--- config.mk ---
export PLATFORM = sky130hd
export DESIGN_NAME = standby_resume_control
export DESIGN_NICKNAME = d
export VERILOG_FILES = /design/src/hw/standby_resume_pkg.sv /design/src/hw/clock_gate_slice.sv /design/src/hw/standby_resume_control.sv
export SDC_FILE = /design/constraint.sdc
export NUM_CORES = 1
export LEC_CHECK = 0
export CORE_MARGIN = 5
export CORE_UTILIZATION = 60
export CTS_CLUSTER_DIAMETER = 80
export DETAILED_ROUTE_END_ITERATION = 16
export DONT_BUFFER_PORTS = 1
export GPL_TIMING_DRIVEN = 0
export HOLD_SLACK_MARGIN = 0.02
export PLACE_DENSITY_LB_ADDON = 0.25
export SLEW_MARGIN = 40
export SYNTH_ARGS = -nofsm -noshare
export SYNTH_HDL_FRONTEND = slang
export SYNTH_SLANG_ARGS = --single-unit
--- constraint.sdc ---
create_clock -name clk_sys -period 2.95 [get_ports clk_sys]
set_clock_uncertainty 0.05 [all_clocks]
set_input_delay 0.295 -clock clk_sys [delete_from_list [all_inputs] [get_ports clk_sys]]
set_output_delay 0.295 -clock clk_sys [all_outputs]
set_load 0.02 [all_outputs]
--- src/hw/standby_resume_pkg.sv ---
package standby_resume_pkg;
    localparam int unsigned HOLD_GROUPS   = 8;
    localparam int unsigned CLK_GROUPS    = 8;
    localparam int unsigned CLK_RATE_HZ   = 20_000_000;
    // Self-test wait period, in microseconds
    localparam int unsigned WAIT_TIME_US  = 100;
    localparam int unsigned WAIT_CYCLES   = (WAIT_TIME_US * (CLK_RATE_HZ / 1_000_000));
    localparam int unsigned CNT_W         = 16;
    localparam int unsigned ACK_DELAY     = 2;
    localparam logic [1:0]  SEL_MEMORY    = 2'h1;
    localparam logic [1:0]  SEL_LOGIC     = 2'h2;
    localparam logic [1:0]  SEL_BOTH      = 2'h3;
    localparam logic [1:0]  SEL_RESET     = 2'h3;
    localparam logic [7:0]  HOLD_RESET    = 8'h00;
    localparam logic [7:0]  STOP_RESET    = 8'h00;
    localparam logic [1:0]  RESULT_RESET  = 2'h0;

    typedef enum logic [2:0] {
        ST_IDLE  = 3'b000,
        ST_DECIDE= 3'b001,
        ST_WAIT  = 3'b011,
        ST_TEST  = 3'b010,
        ST_DONE  = 3'b110
    } seq_state_t;
endpackage

--- src/hw/clock_gate_slice.sv ---
`timescale 1ns/1ps
module clock_gate_slice (
    // Clock and reset
    input  wire logic clk_sys,
    input  wire logic rst_n,
    // Control
    input  wire logic stop_bit,
    input  wire logic keep_bit,
    input  wire logic chip_standby,
    // Status
    output logic      clk_enable,
    output logic      stop_status
);
    logic next_clk_enable;
    logic next_stop_status;

    always_comb begin
        next_clk_enable  = !stop_bit && (!chip_standby || keep_bit);
        // Outside standby, status drops only once the enable really runs again
        next_stop_status = stop_bit || !clk_enable;
        if (chip_standby) begin
            next_stop_status = stop_bit;
        end
    end

    always_ff @(posedge clk_sys or negedge rst_n) begin
        if (!rst_n) begin
            clk_enable  <= 1'b1;
            stop_status <= 1'b0;
        end else begin
            clk_enable  <= next_clk_enable;
            stop_status <= next_stop_status;
        end
    end
endmodule

--- src/hw/standby_resume_control.sv ---
`timescale 1ns/1ps
// Behaviour
// - Always-on pins keep state, never held
// - Deepest sleep entry holds switchable pins
// - Held buffer ignores peripheral and pin
// - Writing zero to group bit releases
// - Power-on test runs both domains
// - Resume test only after deepest sleep
// - Run or cyclic variant per target mode
// - Content select memory, logic or both
// - Test result readable afterwards
// - Execute zero skips, immediate release
// - Pin high: no test, wait timer
// - Pin low: test runs, release after
// - Stop bit gates peripheral clock
// - Stopped peripheral not reset, no access
// - Stop status clears once clock runs; in standby it follows the stop bit
// - Keep bit clocks peripheral in standby
module standby_resume_control
    import standby_resume_pkg::*;
#(
    parameter int unsigned WAIT_COUNT = WAIT_CYCLES
) (
    // Clock and reset
    input  wire logic                                clk_sys,
    input  wire logic                                arst_n,
    // Power state
    input  wire logic                                deep_sleep_entry,
    input  wire logic                                chip_standby,
    input  wire logic                                power_on_reset,
    // Buffer hold register
    input  wire logic [standby_resume_pkg::HOLD_GROUPS-1:0] hold_clear_we,
    output logic [standby_resume_pkg::HOLD_GROUPS-1:0]      buffer_hold_register,
    // Switchable pins
    input  wire logic [standby_resume_pkg::HOLD_GROUPS-1:0] cfg_out,
    input  wire logic [standby_resume_pkg::HOLD_GROUPS-1:0] cfg_oe,
    output logic [standby_resume_pkg::HOLD_GROUPS-1:0]      pin_out,
    output logic [standby_resume_pkg::HOLD_GROUPS-1:0]      pin_oe,
    // Resume self-test control
    input  wire logic                                deep_exit_reset,
    input  wire logic                                to_cyclic,
    input  wire logic                                run_execute_bit,
    input  wire logic                                cyclic_execute_bit,
    input  wire logic                                test_reset_pin,
    input  wire logic                                select_from_option,
    input  wire logic [1:0]                          option_byte3_sel,
    input  wire logic [1:0]                          resume_test_content_select,
    // Self-test engines
    input  wire logic                                test_done,
    input  wire logic                                test_pass,
    output logic                                     power_on_test_start,
    output logic                                     memory_test_start,
    output logic                                     logic_test_start,
    output logic                                     cpu_reset_release,
    output logic [1:0]                               self_test_result,
    // Module clock gating
    input  wire logic [standby_resume_pkg::CLK_GROUPS-1:0] module_clock_stop_bit,
    input  wire logic [standby_resume_pkg::CLK_GROUPS-1:0] standby_clock_keep_bit,
    output logic [standby_resume_pkg::CLK_GROUPS-1:0]      module_clk_en,
    output logic [standby_resume_pkg::CLK_GROUPS-1:0]      module_stop_status
);
    import standby_resume_pkg::*;

    // Logic leaves reset two edges after the pin rises
    logic rst_s1;
    logic rst_n;

    always_ff @(posedge clk_sys or negedge arst_n) begin
        if (!arst_n) begin
            rst_s1 <= 1'b0;
            rst_n  <= 1'b0;
        end else begin
            rst_s1 <= 1'b1;
            rst_n  <= rst_s1;
        end
    end

    // Always-on groups keep state by nature, no hold logic
    logic [HOLD_GROUPS-1:0] next_hold;
    logic [HOLD_GROUPS-1:0] next_pin_out;
    logic [HOLD_GROUPS-1:0] next_pin_oe;

    always_comb begin
        next_hold    = buffer_hold_register & ~hold_clear_we;
        if (deep_sleep_entry) begin
            next_hold = {HOLD_GROUPS{1'b1}};
        end
        // Power-on wipes the hold, and the pins follow in the same edge
        if (power_on_reset) begin
            next_hold = HOLD_RESET;
        end
        for (int i = 0; i < HOLD_GROUPS; i++) begin
            next_pin_out[i] = pin_out[i];
            next_pin_oe[i]  = pin_oe[i];
            if (!next_hold[i]) begin
                next_pin_out[i] = cfg_out[i];
                next_pin_oe[i]  = cfg_oe[i];
            end
        end
    end

    // Hold state must survive the exit reset; power-on, arst_n and clear writes clear it
    always_ff @(posedge clk_sys or negedge rst_n) begin
        if (!rst_n) begin
            buffer_hold_register <= HOLD_RESET;
            pin_out              <= HOLD_RESET;
            pin_oe               <= HOLD_RESET;
        end else begin
            buffer_hold_register <= next_hold;
            pin_out              <= next_pin_out;
            pin_oe               <= next_pin_oe;
        end
    end

    // Resume self-test sequencer
    seq_state_t       state;
    seq_state_t       next_state;
    logic [CNT_W-1:0] count;
    logic [CNT_W-1:0] next_count;
    logic             exec_bit;
    logic [1:0]       content;
    logic             next_power_on_test_start;
    logic             next_memory_test_start;
    logic             next_logic_test_start;
    logic             next_cpu_reset_release;
    logic [1:0]       next_result;

    always_comb begin
        exec_bit = to_cyclic ? cyclic_execute_bit : run_execute_bit;
        content  = select_from_option ? option_byte3_sel : resume_test_content_select;
        next_state               = state;
        next_count               = count;
        next_power_on_test_start = 1'b0;
        next_memory_test_start   = 1'b0;
        next_logic_test_start    = 1'b0;
        next_cpu_reset_release   = cpu_reset_release;
        next_result              = self_test_result;
        case (state)
            ST_IDLE: begin
                if (power_on_reset) begin
                    next_power_on_test_start = 1'b1;
                end
                if (deep_exit_reset) begin
                    next_cpu_reset_release = 1'b0;
                    next_state = ST_DECIDE;
                end
            end
            ST_DECIDE: begin
                // Pin and execute bit are read once, in this state
                // Count restarts here so a stale value never cuts a wait short
                next_count = '0;
                if (!exec_bit) begin
                    next_state = ST_DONE;
                end else if (test_reset_pin) begin
                    next_state = ST_WAIT;
                end else begin
                    next_memory_test_start = content[0];
                    next_logic_test_start  = content[1];
                    next_state = ST_TEST;
                end
            end
            ST_WAIT: begin
                // Timer runs although the test itself is masked
                next_count = count + CNT_W'(1);
                if (count >= CNT_W'(WAIT_COUNT - 1)) begin
                    next_state = ST_DONE;
                end
            end
            ST_TEST: begin
                if (test_done) begin
                    next_result = {1'b1, test_pass};
                    next_state  = ST_DONE;
                end
            end
            ST_DONE: begin
                // Single exit point, so every path releases the same way
                next_cpu_reset_release = 1'b1;
                next_state = ST_IDLE;
            end
            default: begin
                next_state = ST_IDLE;
            end
        endcase
    end

    always_ff @(posedge clk_sys or negedge rst_n) begin
        if (!rst_n) begin
            state               <= ST_IDLE;
            count               <= '0;
            power_on_test_start <= 1'b0;
            memory_test_start   <= 1'b0;
            logic_test_start    <= 1'b0;
            cpu_reset_release   <= 1'b1;
            self_test_result    <= RESULT_RESET;
        end else begin
            state               <= next_state;
            count               <= next_count;
            power_on_test_start <= next_power_on_test_start;
            memory_test_start   <= next_memory_test_start;
            logic_test_start    <= next_logic_test_start;
            cpu_reset_release   <= next_cpu_reset_release;
            self_test_result    <= next_result;
        end
    end

    // Gated peripherals keep state; no reset is issued to them
    for (genvar g = 0; g < CLK_GROUPS; g++) begin : gen_gate
        clock_gate_slice u_gate (
            .clk_sys      (clk_sys),
            .rst_n        (rst_n),
            .stop_bit     (module_clock_stop_bit[g]),
            .keep_bit     (standby_clock_keep_bit[g]),
            .chip_standby (chip_standby),
            .clk_enable   (module_clk_en[g]),
            .stop_status  (module_stop_status[g])
        );
    end
endmodule

==> results of run 1 <==
[power by group]
part	internal [mW]	switching (mW)	total, mW
registers	1.03	0.168	1.20
logic	0.159	0.230	0.389
clock network	0.411	0.317	0.729
[worst max-delay path by stage]
stage,start,end,slack [ps],cells after the start
after floorplan,rst_n$_DFF_PN0_,buffer_hold_register[0]$_DFF_PN0_,910,0
after global placement,rst_n$_DFF_PN0_,pin_oe[1]$_DFFE_PN0N_,210,0
after detailed placement,count[0]$_DFFE_PN0P_,count[14]$_DFFE_PN0P_,1140,5
after CTS,count[0]$_DFFE_PN0P_,count[14]$_DFFE_PN0P_,1120,5
after global routing,count[0]$_DFFE_PN0P_,count[14]$_DFFE_PN0P_,950,5
final,count[2]$_DFFE_PN0P_,count[13]$_DFFE_PN0P_,1100,4
[synth_stat cells, types with 2 or more instances]
master,number,share of area [%]
inv_1,21,2.7
o21bai_1,8,2.1
o21ai_0,8,1.4
o311ai_0,2,0.61
or3_1,2,0.43
o31ai_1,4,1.0
or4_1,2,0.52
nor3_1,3,0.52
mux2_2,17,6.6
dfstp_2,9,8.2
nor4_1,6,1.3
dfrtp_1,58,50
or2_2,2,0.43
clkbuf_1,6,0.78
nor2_1,17,2.2
mux2i_1,3,1.0
nand3_1,11,1.9
and3_1,2,0.43
xnor2_1,3,0.91
nand2_1,21,2.7
buf_4,17,4.4
a21oi_1,21,3.6
[per-layer routing]
metal / wire length, um / up-vias
met5: 0 / -
met4: 144 / 0
met3: 471 / 13
met2: 3159 / 83
met1: 2509 / 963
li1: - / 947
[state kept, by name (all words and copies together), names as in the netlist]
signal                       count
buffer_hold_register             8
count                           16
cpu_reset_release                1
gen_gate.u_gate.clk_enable       8
gen_gate.u_gate.stop_status      8
logic_test_start                 1
memory_test_start                1
pin_oe                           8
pin_out                          8
power_on_test_start              1
rst_n                            1
rst_s1                           1
self_test_result                 2
state                            3
[per-stage QoR]
| step | total power, mW | area [sq um] | util [%] |
|---|---|---|---|
| after floorplan | 1.475 | 2882 | - |
| after global placement | 1.563 | 2949 | 62.85 |
| after CTS | 2.336 | 3342 | 71.23 |
| after detailed placement | 1.578 | 2973 | 63.36 |
| after global routing | 2.453 | 3342 | 71.23 |
| final | 2.317 | 3342 | 71.23 |
[worst max-delay path: cells and delay by family (launching register included)]
kind               cells  cell delay [ps]
and+or+nand+nor        2              770
AOI/OAI and AO/OA      2              480
DFF                    1              420
[area by class of cell]
cell class	count	area [sq um]
inverter	21	78.83
multi-input combinational	151	964.7
fill	315	1350
timing repair buffer	19	200.2
buffer	23	150.1
clock inverter	3	40.04
sequential	67	1692
tap	54	67.56
clock buffer	13	148.9
[kinds of logic (layout without fill, tap and decap cells)]
logic type,after synthesis,count (layout),synth area share [%]
buf+inv,44,79,7.946
simple gates,76,76,13.59
other cells,1,1,0.1301
mux,20,20,7.686
compound gates,50,50,10.73
flops,67,67,58.58
fa+ha+maj,1,1,0.4341
xor+xnor,3,3,0.9120
==> reports/results.ini, run 1 <==
[place]
dpl.cell_count = 317
routabilityCongestion = 0.8212
dp_hpwl_mm = 4.251
io_buffers = 0
post-place-ws_ps = 1142

[floorplanning]
fp-row-count = 25
die_y_um = 79.30
pin_count = 103
coreArea_sq_um = 4692
start_util_pct = 61.41
die_w_um = 79.30
die_area_sq_um = 6288

[global_routing]
grt_overflow = 0
grtUsageMet2_pct = 35.94
grt_pass1_wl_mm = 10.23
antenna_found_initial = 0
grtUsageTotal_pct = 21.63
grt_max_degree = 37
met1_usage_pct = 24.53
met3_usage_pct = 8.390
busiest_layer = met2
first_global_vias = 2064

[sta]
timing.hold.ws_ps = 49.50
final_hold_viol_count = 0
fin_ws_ps = 1101
rsz0062_at_grt = no
clock.fmax_mhz = 540.8
finalMaxSlewViolations = 0
finalCritPeriodShare_pct = 62.68
fin_crit_ps = 1849
setup-violations-final = 0
tns_ps = 0

[worst_setup_path]
cp_data_arrival_time_ps = 2010
slowest_stage = or4_4
critical_path.cell_chain = nand3_1, or4_4, o311ai_0, o41ai_1
cp-start-kind = flip-flop
worstSetupPathType = reg2reg
cp-end-kind = flip-flop
required_ps = 3110
worstPathMaxFanout = 6
critical-path-max-stage-delay_ps = 570
rr_endpoint = count[13]$_DFFE_PN0P_
r2r-start = count[2]$_DFFE_PN0P_
setup.reg_to_reg.worst_slack_ps = 1100
r2r_cells = 4

[status]
outcome = completed

[route]
route.detailed.drc = 0
wl_per_cell_um = 17.91
via_per_inst = 5.715
first_pass_iters = 4
wl_mm = 6.286
drtIter0Drc = 80
antenna_left = 0
vias = 2006

[power_and_ir_drop]
p_per_area_nw_per_um2 = 693.3
max-vdd-ir-drop_mv = 0.4003
p_leak_nw = 1.513

[clock_tree]
cts.sinks = 67
path_clk_slew_ps = 70
cts_tree = yes
numCtsBuffers = 9
clock_path_buffers = 2
postCtsSetupRepairBufs = 0
cts_hold_buf = 18
cts_root_buf = clkbuf_8
h-tree-depth = 3
cts.repair.resized = 0
insertion_delay_ps = 340

[flow_run]
cap_violations = 0

[hold_path]
hp-start = cfg_oe[2]
min_delay_path_depth = 1
whs_endpoint = pin_oe[2]$_DFFE_PN0N_
min_path_type = in2reg

[synth]
async_flop_share_pct = 100.0
ys_seq_area_share_pct = 58.58
avgSynthCellArea_sq_um = 11.00
ys.warnings.count = 0
synth_edf_count = 0
synth_nets = 320
syn_inst = 262
netlist_area_sq_um = 2882
yosys_register_bits = 67
synthFlopType = dfrtp_1
yosysUniqueCellTypes = 41

[cells_and_area]
syn2layout_area_growth_pct = 15.98
layout_commonest_cell = dfrtp_1
drive_above_1_share_pct = 21.21
num_antenna_cells = 0
layout.nets = 350
final_cells = 351
final_cell_mix = dfrtp_1 (57), inv_1 (21), a21oi_1 (21), nand2_1 (21), dlygate4sd3_1 (18)

Note: power is estimated with default switching activity, not from simulation.
==> run 2, diff against run 1 <==
--- a/config.mk
+++ b/config.mk
@@ -6,7 +6,7 @@
 export NUM_CORES = 1
 export LEC_CHECK = 0
 export CORE_MARGIN = 5
-export CORE_UTILIZATION = 60
+export CORE_UTILIZATION = 56
 export CTS_CLUSTER_DIAMETER = 80
 export DETAILED_ROUTE_END_ITERATION = 16
 export DONT_BUFFER_PORTS = 1
==> constraint.sdc (replaced) <==
create_clock -name clk_sys -period 1.5 [get_ports clk_sys]
set_clock_uncertainty 0.05 [all_clocks]
set_input_delay 0.15 -clock clk_sys [delete_from_list [all_inputs] [get_ports clk_sys]]
set_output_delay 0.15 -clock clk_sys [all_outputs]
set_load 0.02 [all_outputs]
==> reports/results.ini, run 2 (same netlist as run 1, synthesis figures left out) <==
[clock_tree]
cts.sinks = 67
h-tree-depth = 3
insertion_delay_ps = 330
numCtsBuffers = 9
path_clk_slew_ps = 70
cts_tree = yes
clock_path_buffers = 2
cts_root_buf = clkbuf_8

[global_routing]
grt_pass1_wl_mm = 10.98
first_global_vias = 2329
grtUsageTotal_pct = 22.37
antenna_found_initial = 0
grt_overflow = 0
grt_max_degree = 66

[worst_setup_path]
r2r-start = count[1]$_DFFE_PN0P_
required_ps = 1720
critical-path-max-stage-delay_ps = 530
cp-end-kind = flip-flop
cp_top_family = simple AND/OR/NAND/NOR gates
cp_data_arrival_time_ps = 1880
critical_path.cell_chain = nand3_2, or4_4, or4_1, nand2_1
worstSetupPathType = reg2reg
cp-start-kind = flip-flop
rr_endpoint = count[15]$_DFFE_PN0P_
worstPathMaxFanout = 5
slowest_stage = or4_4
r2r_cells = 4
cp_num_buf_inv = 0
setup.reg_to_reg.worst_slack_ps = -160

[status]
violations = setup timing
outcome = complete, but fails checks

[sta]
setup-violations-final = 5
finalMaxSlewViolations = 0
final_hold_viol_count = 0
finalCritPeriodShare_pct = 110.8
fin_ws_ps = -162.1
fin_crit_ps = 1662
rsz0062_at_grt = yes
clock.fmax_mhz = 601.6

[cells_and_area]
largest_register_ffs = 16
final_cells = 408
layout.nets = 391
drive_above_1_share_pct = 31.66
max_flop_register = count
nFillCells = 320
layout_commonest_cell = dfrtp_1
final_cell_mix = dfrtp_1 (51), dlygate4sd3_1 (41), buf_4 (35)
syn2layout_area_growth_pct = 35.48
num_antenna_cells = 0

[route]
via_per_inst = 5.495
route.detailed.drc = 0
antenna_left = 0
drtIter0Drc = 110
vias = 2242
wl_mm = 7.421
wl_per_cell_um = 18.19
first_pass_iters = 5

[place]
dp_hpwl_mm = 4.126
post-place-ws_ps = -317.3
routabilityCongestion = 0.8596
io_buffers = 0
dpl.cell_count = 332

[hold_path]
hp-start = test_done
whs_endpoint = state[2]$_DFFE_PN0P_
min_delay_path_depth = 3
min_path_type = in2reg

[floorplanning]
die_y_um = 81.73
die_area_sq_um = 6680
pin_count = 103
die_w_um = 81.73
fp-row-count = 26
coreArea_sq_um = 5042
start_util_pct = 57.15

[power_and_ir_drop]
p_leak_nw = 1.765
p_per_area_nw_per_um2 = 1265
max-vdd-ir-drop_mv = 1.068

[flow_run]
cap_violations = 0

## run 2: cell types whose count changed in the layout (fill, tap and decap cells not counted), sizes merged
cell | before | now
clkinv | 2 | 1
dlygate4sd3 | 18 | 41
buf | 18 | 37
## run 2: layer usage
layer	track usage (%)	share of wire, %
met5	0	0
met4	13.46	2.7
met3	7.018	8.5
met2	38.21	52
met1	24.12	37
## run 2: worst max-delay path by stage
stage | startpoint | end | slack (ps) | depth (start not counted)
after floorplan | count[0]$_DFFE_PN0P_ | count[14]$_DFFE_PN0P_ | -110 | 5
after global placement | count[0]$_DFFE_PN0P_ | count[14]$_DFFE_PN0P_ | -290 | 5
after detailed placement | count[0]$_DFFE_PN0P_ | count[14]$_DFFE_PN0P_ | -320 | 5
after CTS | count[0]$_DFFE_PN0P_ | count[14]$_DFFE_PN0P_ | -160 | 5
after global routing | count[0]$_DFFE_PN0P_ | count[15]$_DFFE_PN0P_ | -190 | 4
final | count[1]$_DFFE_PN0P_ | count[15]$_DFFE_PN0P_ | -160 | 4
## run 2: cell type report
type | instances | area [sq um] | share of cell area, %
well taps | 70 | 87.58 | 2.244
inverters | 21 | 78.83 | 2.019
clock buffers | 14 | 162.7 | 4.167
repair buffers | 60 | 565.5 | 14.49
plain buffers | 23 | 158.9 | 4.071
multi-input cells | 151 | 1116 | 28.59
flip-flops and latches | 67 | 1699 | 43.53
clock inverters | 2 | 35.03 | 0.8974
## run 2: power by group
group | internal (mW) | switching [mW] | leakage (nW) | total [mW]
combinational | 0.493 | 0.598 | 0.863 | 1.09
sequential | 2.04 | 0.320 | 0.801 | 2.36
clock | 0.859 | 0.631 | 0.101 | 1.49
## run 2: timing repair
action                                 4_1_cts  5_1_grt
pin swaps                                    6        3
setup endpoints to repair                   11       15
gates cloned                                 0        0
hold buffers                                41        0
gates resized for setup                     14       26
endpoints found under the hold margin       39        0
setup buffers                               13        5
## run 2: worst min-delay path, cell delays in order
cell and delay (ps):
nand2_1 50, nand2_1 60, and3b_1 140
## run 2: through the flow
| stage | area, sq um | hold slack, ps | util [%] | setup TNS, ps | power, mW |
|---|---|---|---|---|---|
| final | 3904 | 58.79 | 77.42 | -529.0 | 4.938 |
| after global routing | 3904 | 45.44 | 77.42 | -859.5 | 5.227 |
| after CTS | 3725 | 28.41 | 73.87 | -778.8 | 4.742 |
| after detailed placement | 2973 | -195.5 | 58.96 | -1691 | 3.098 |
| after global placement | 2970 | -195.5 | 58.91 | -5306 | 3.079 |
| after floorplan | 2883 | -195.6 | - | -270.9 | 2.902 |
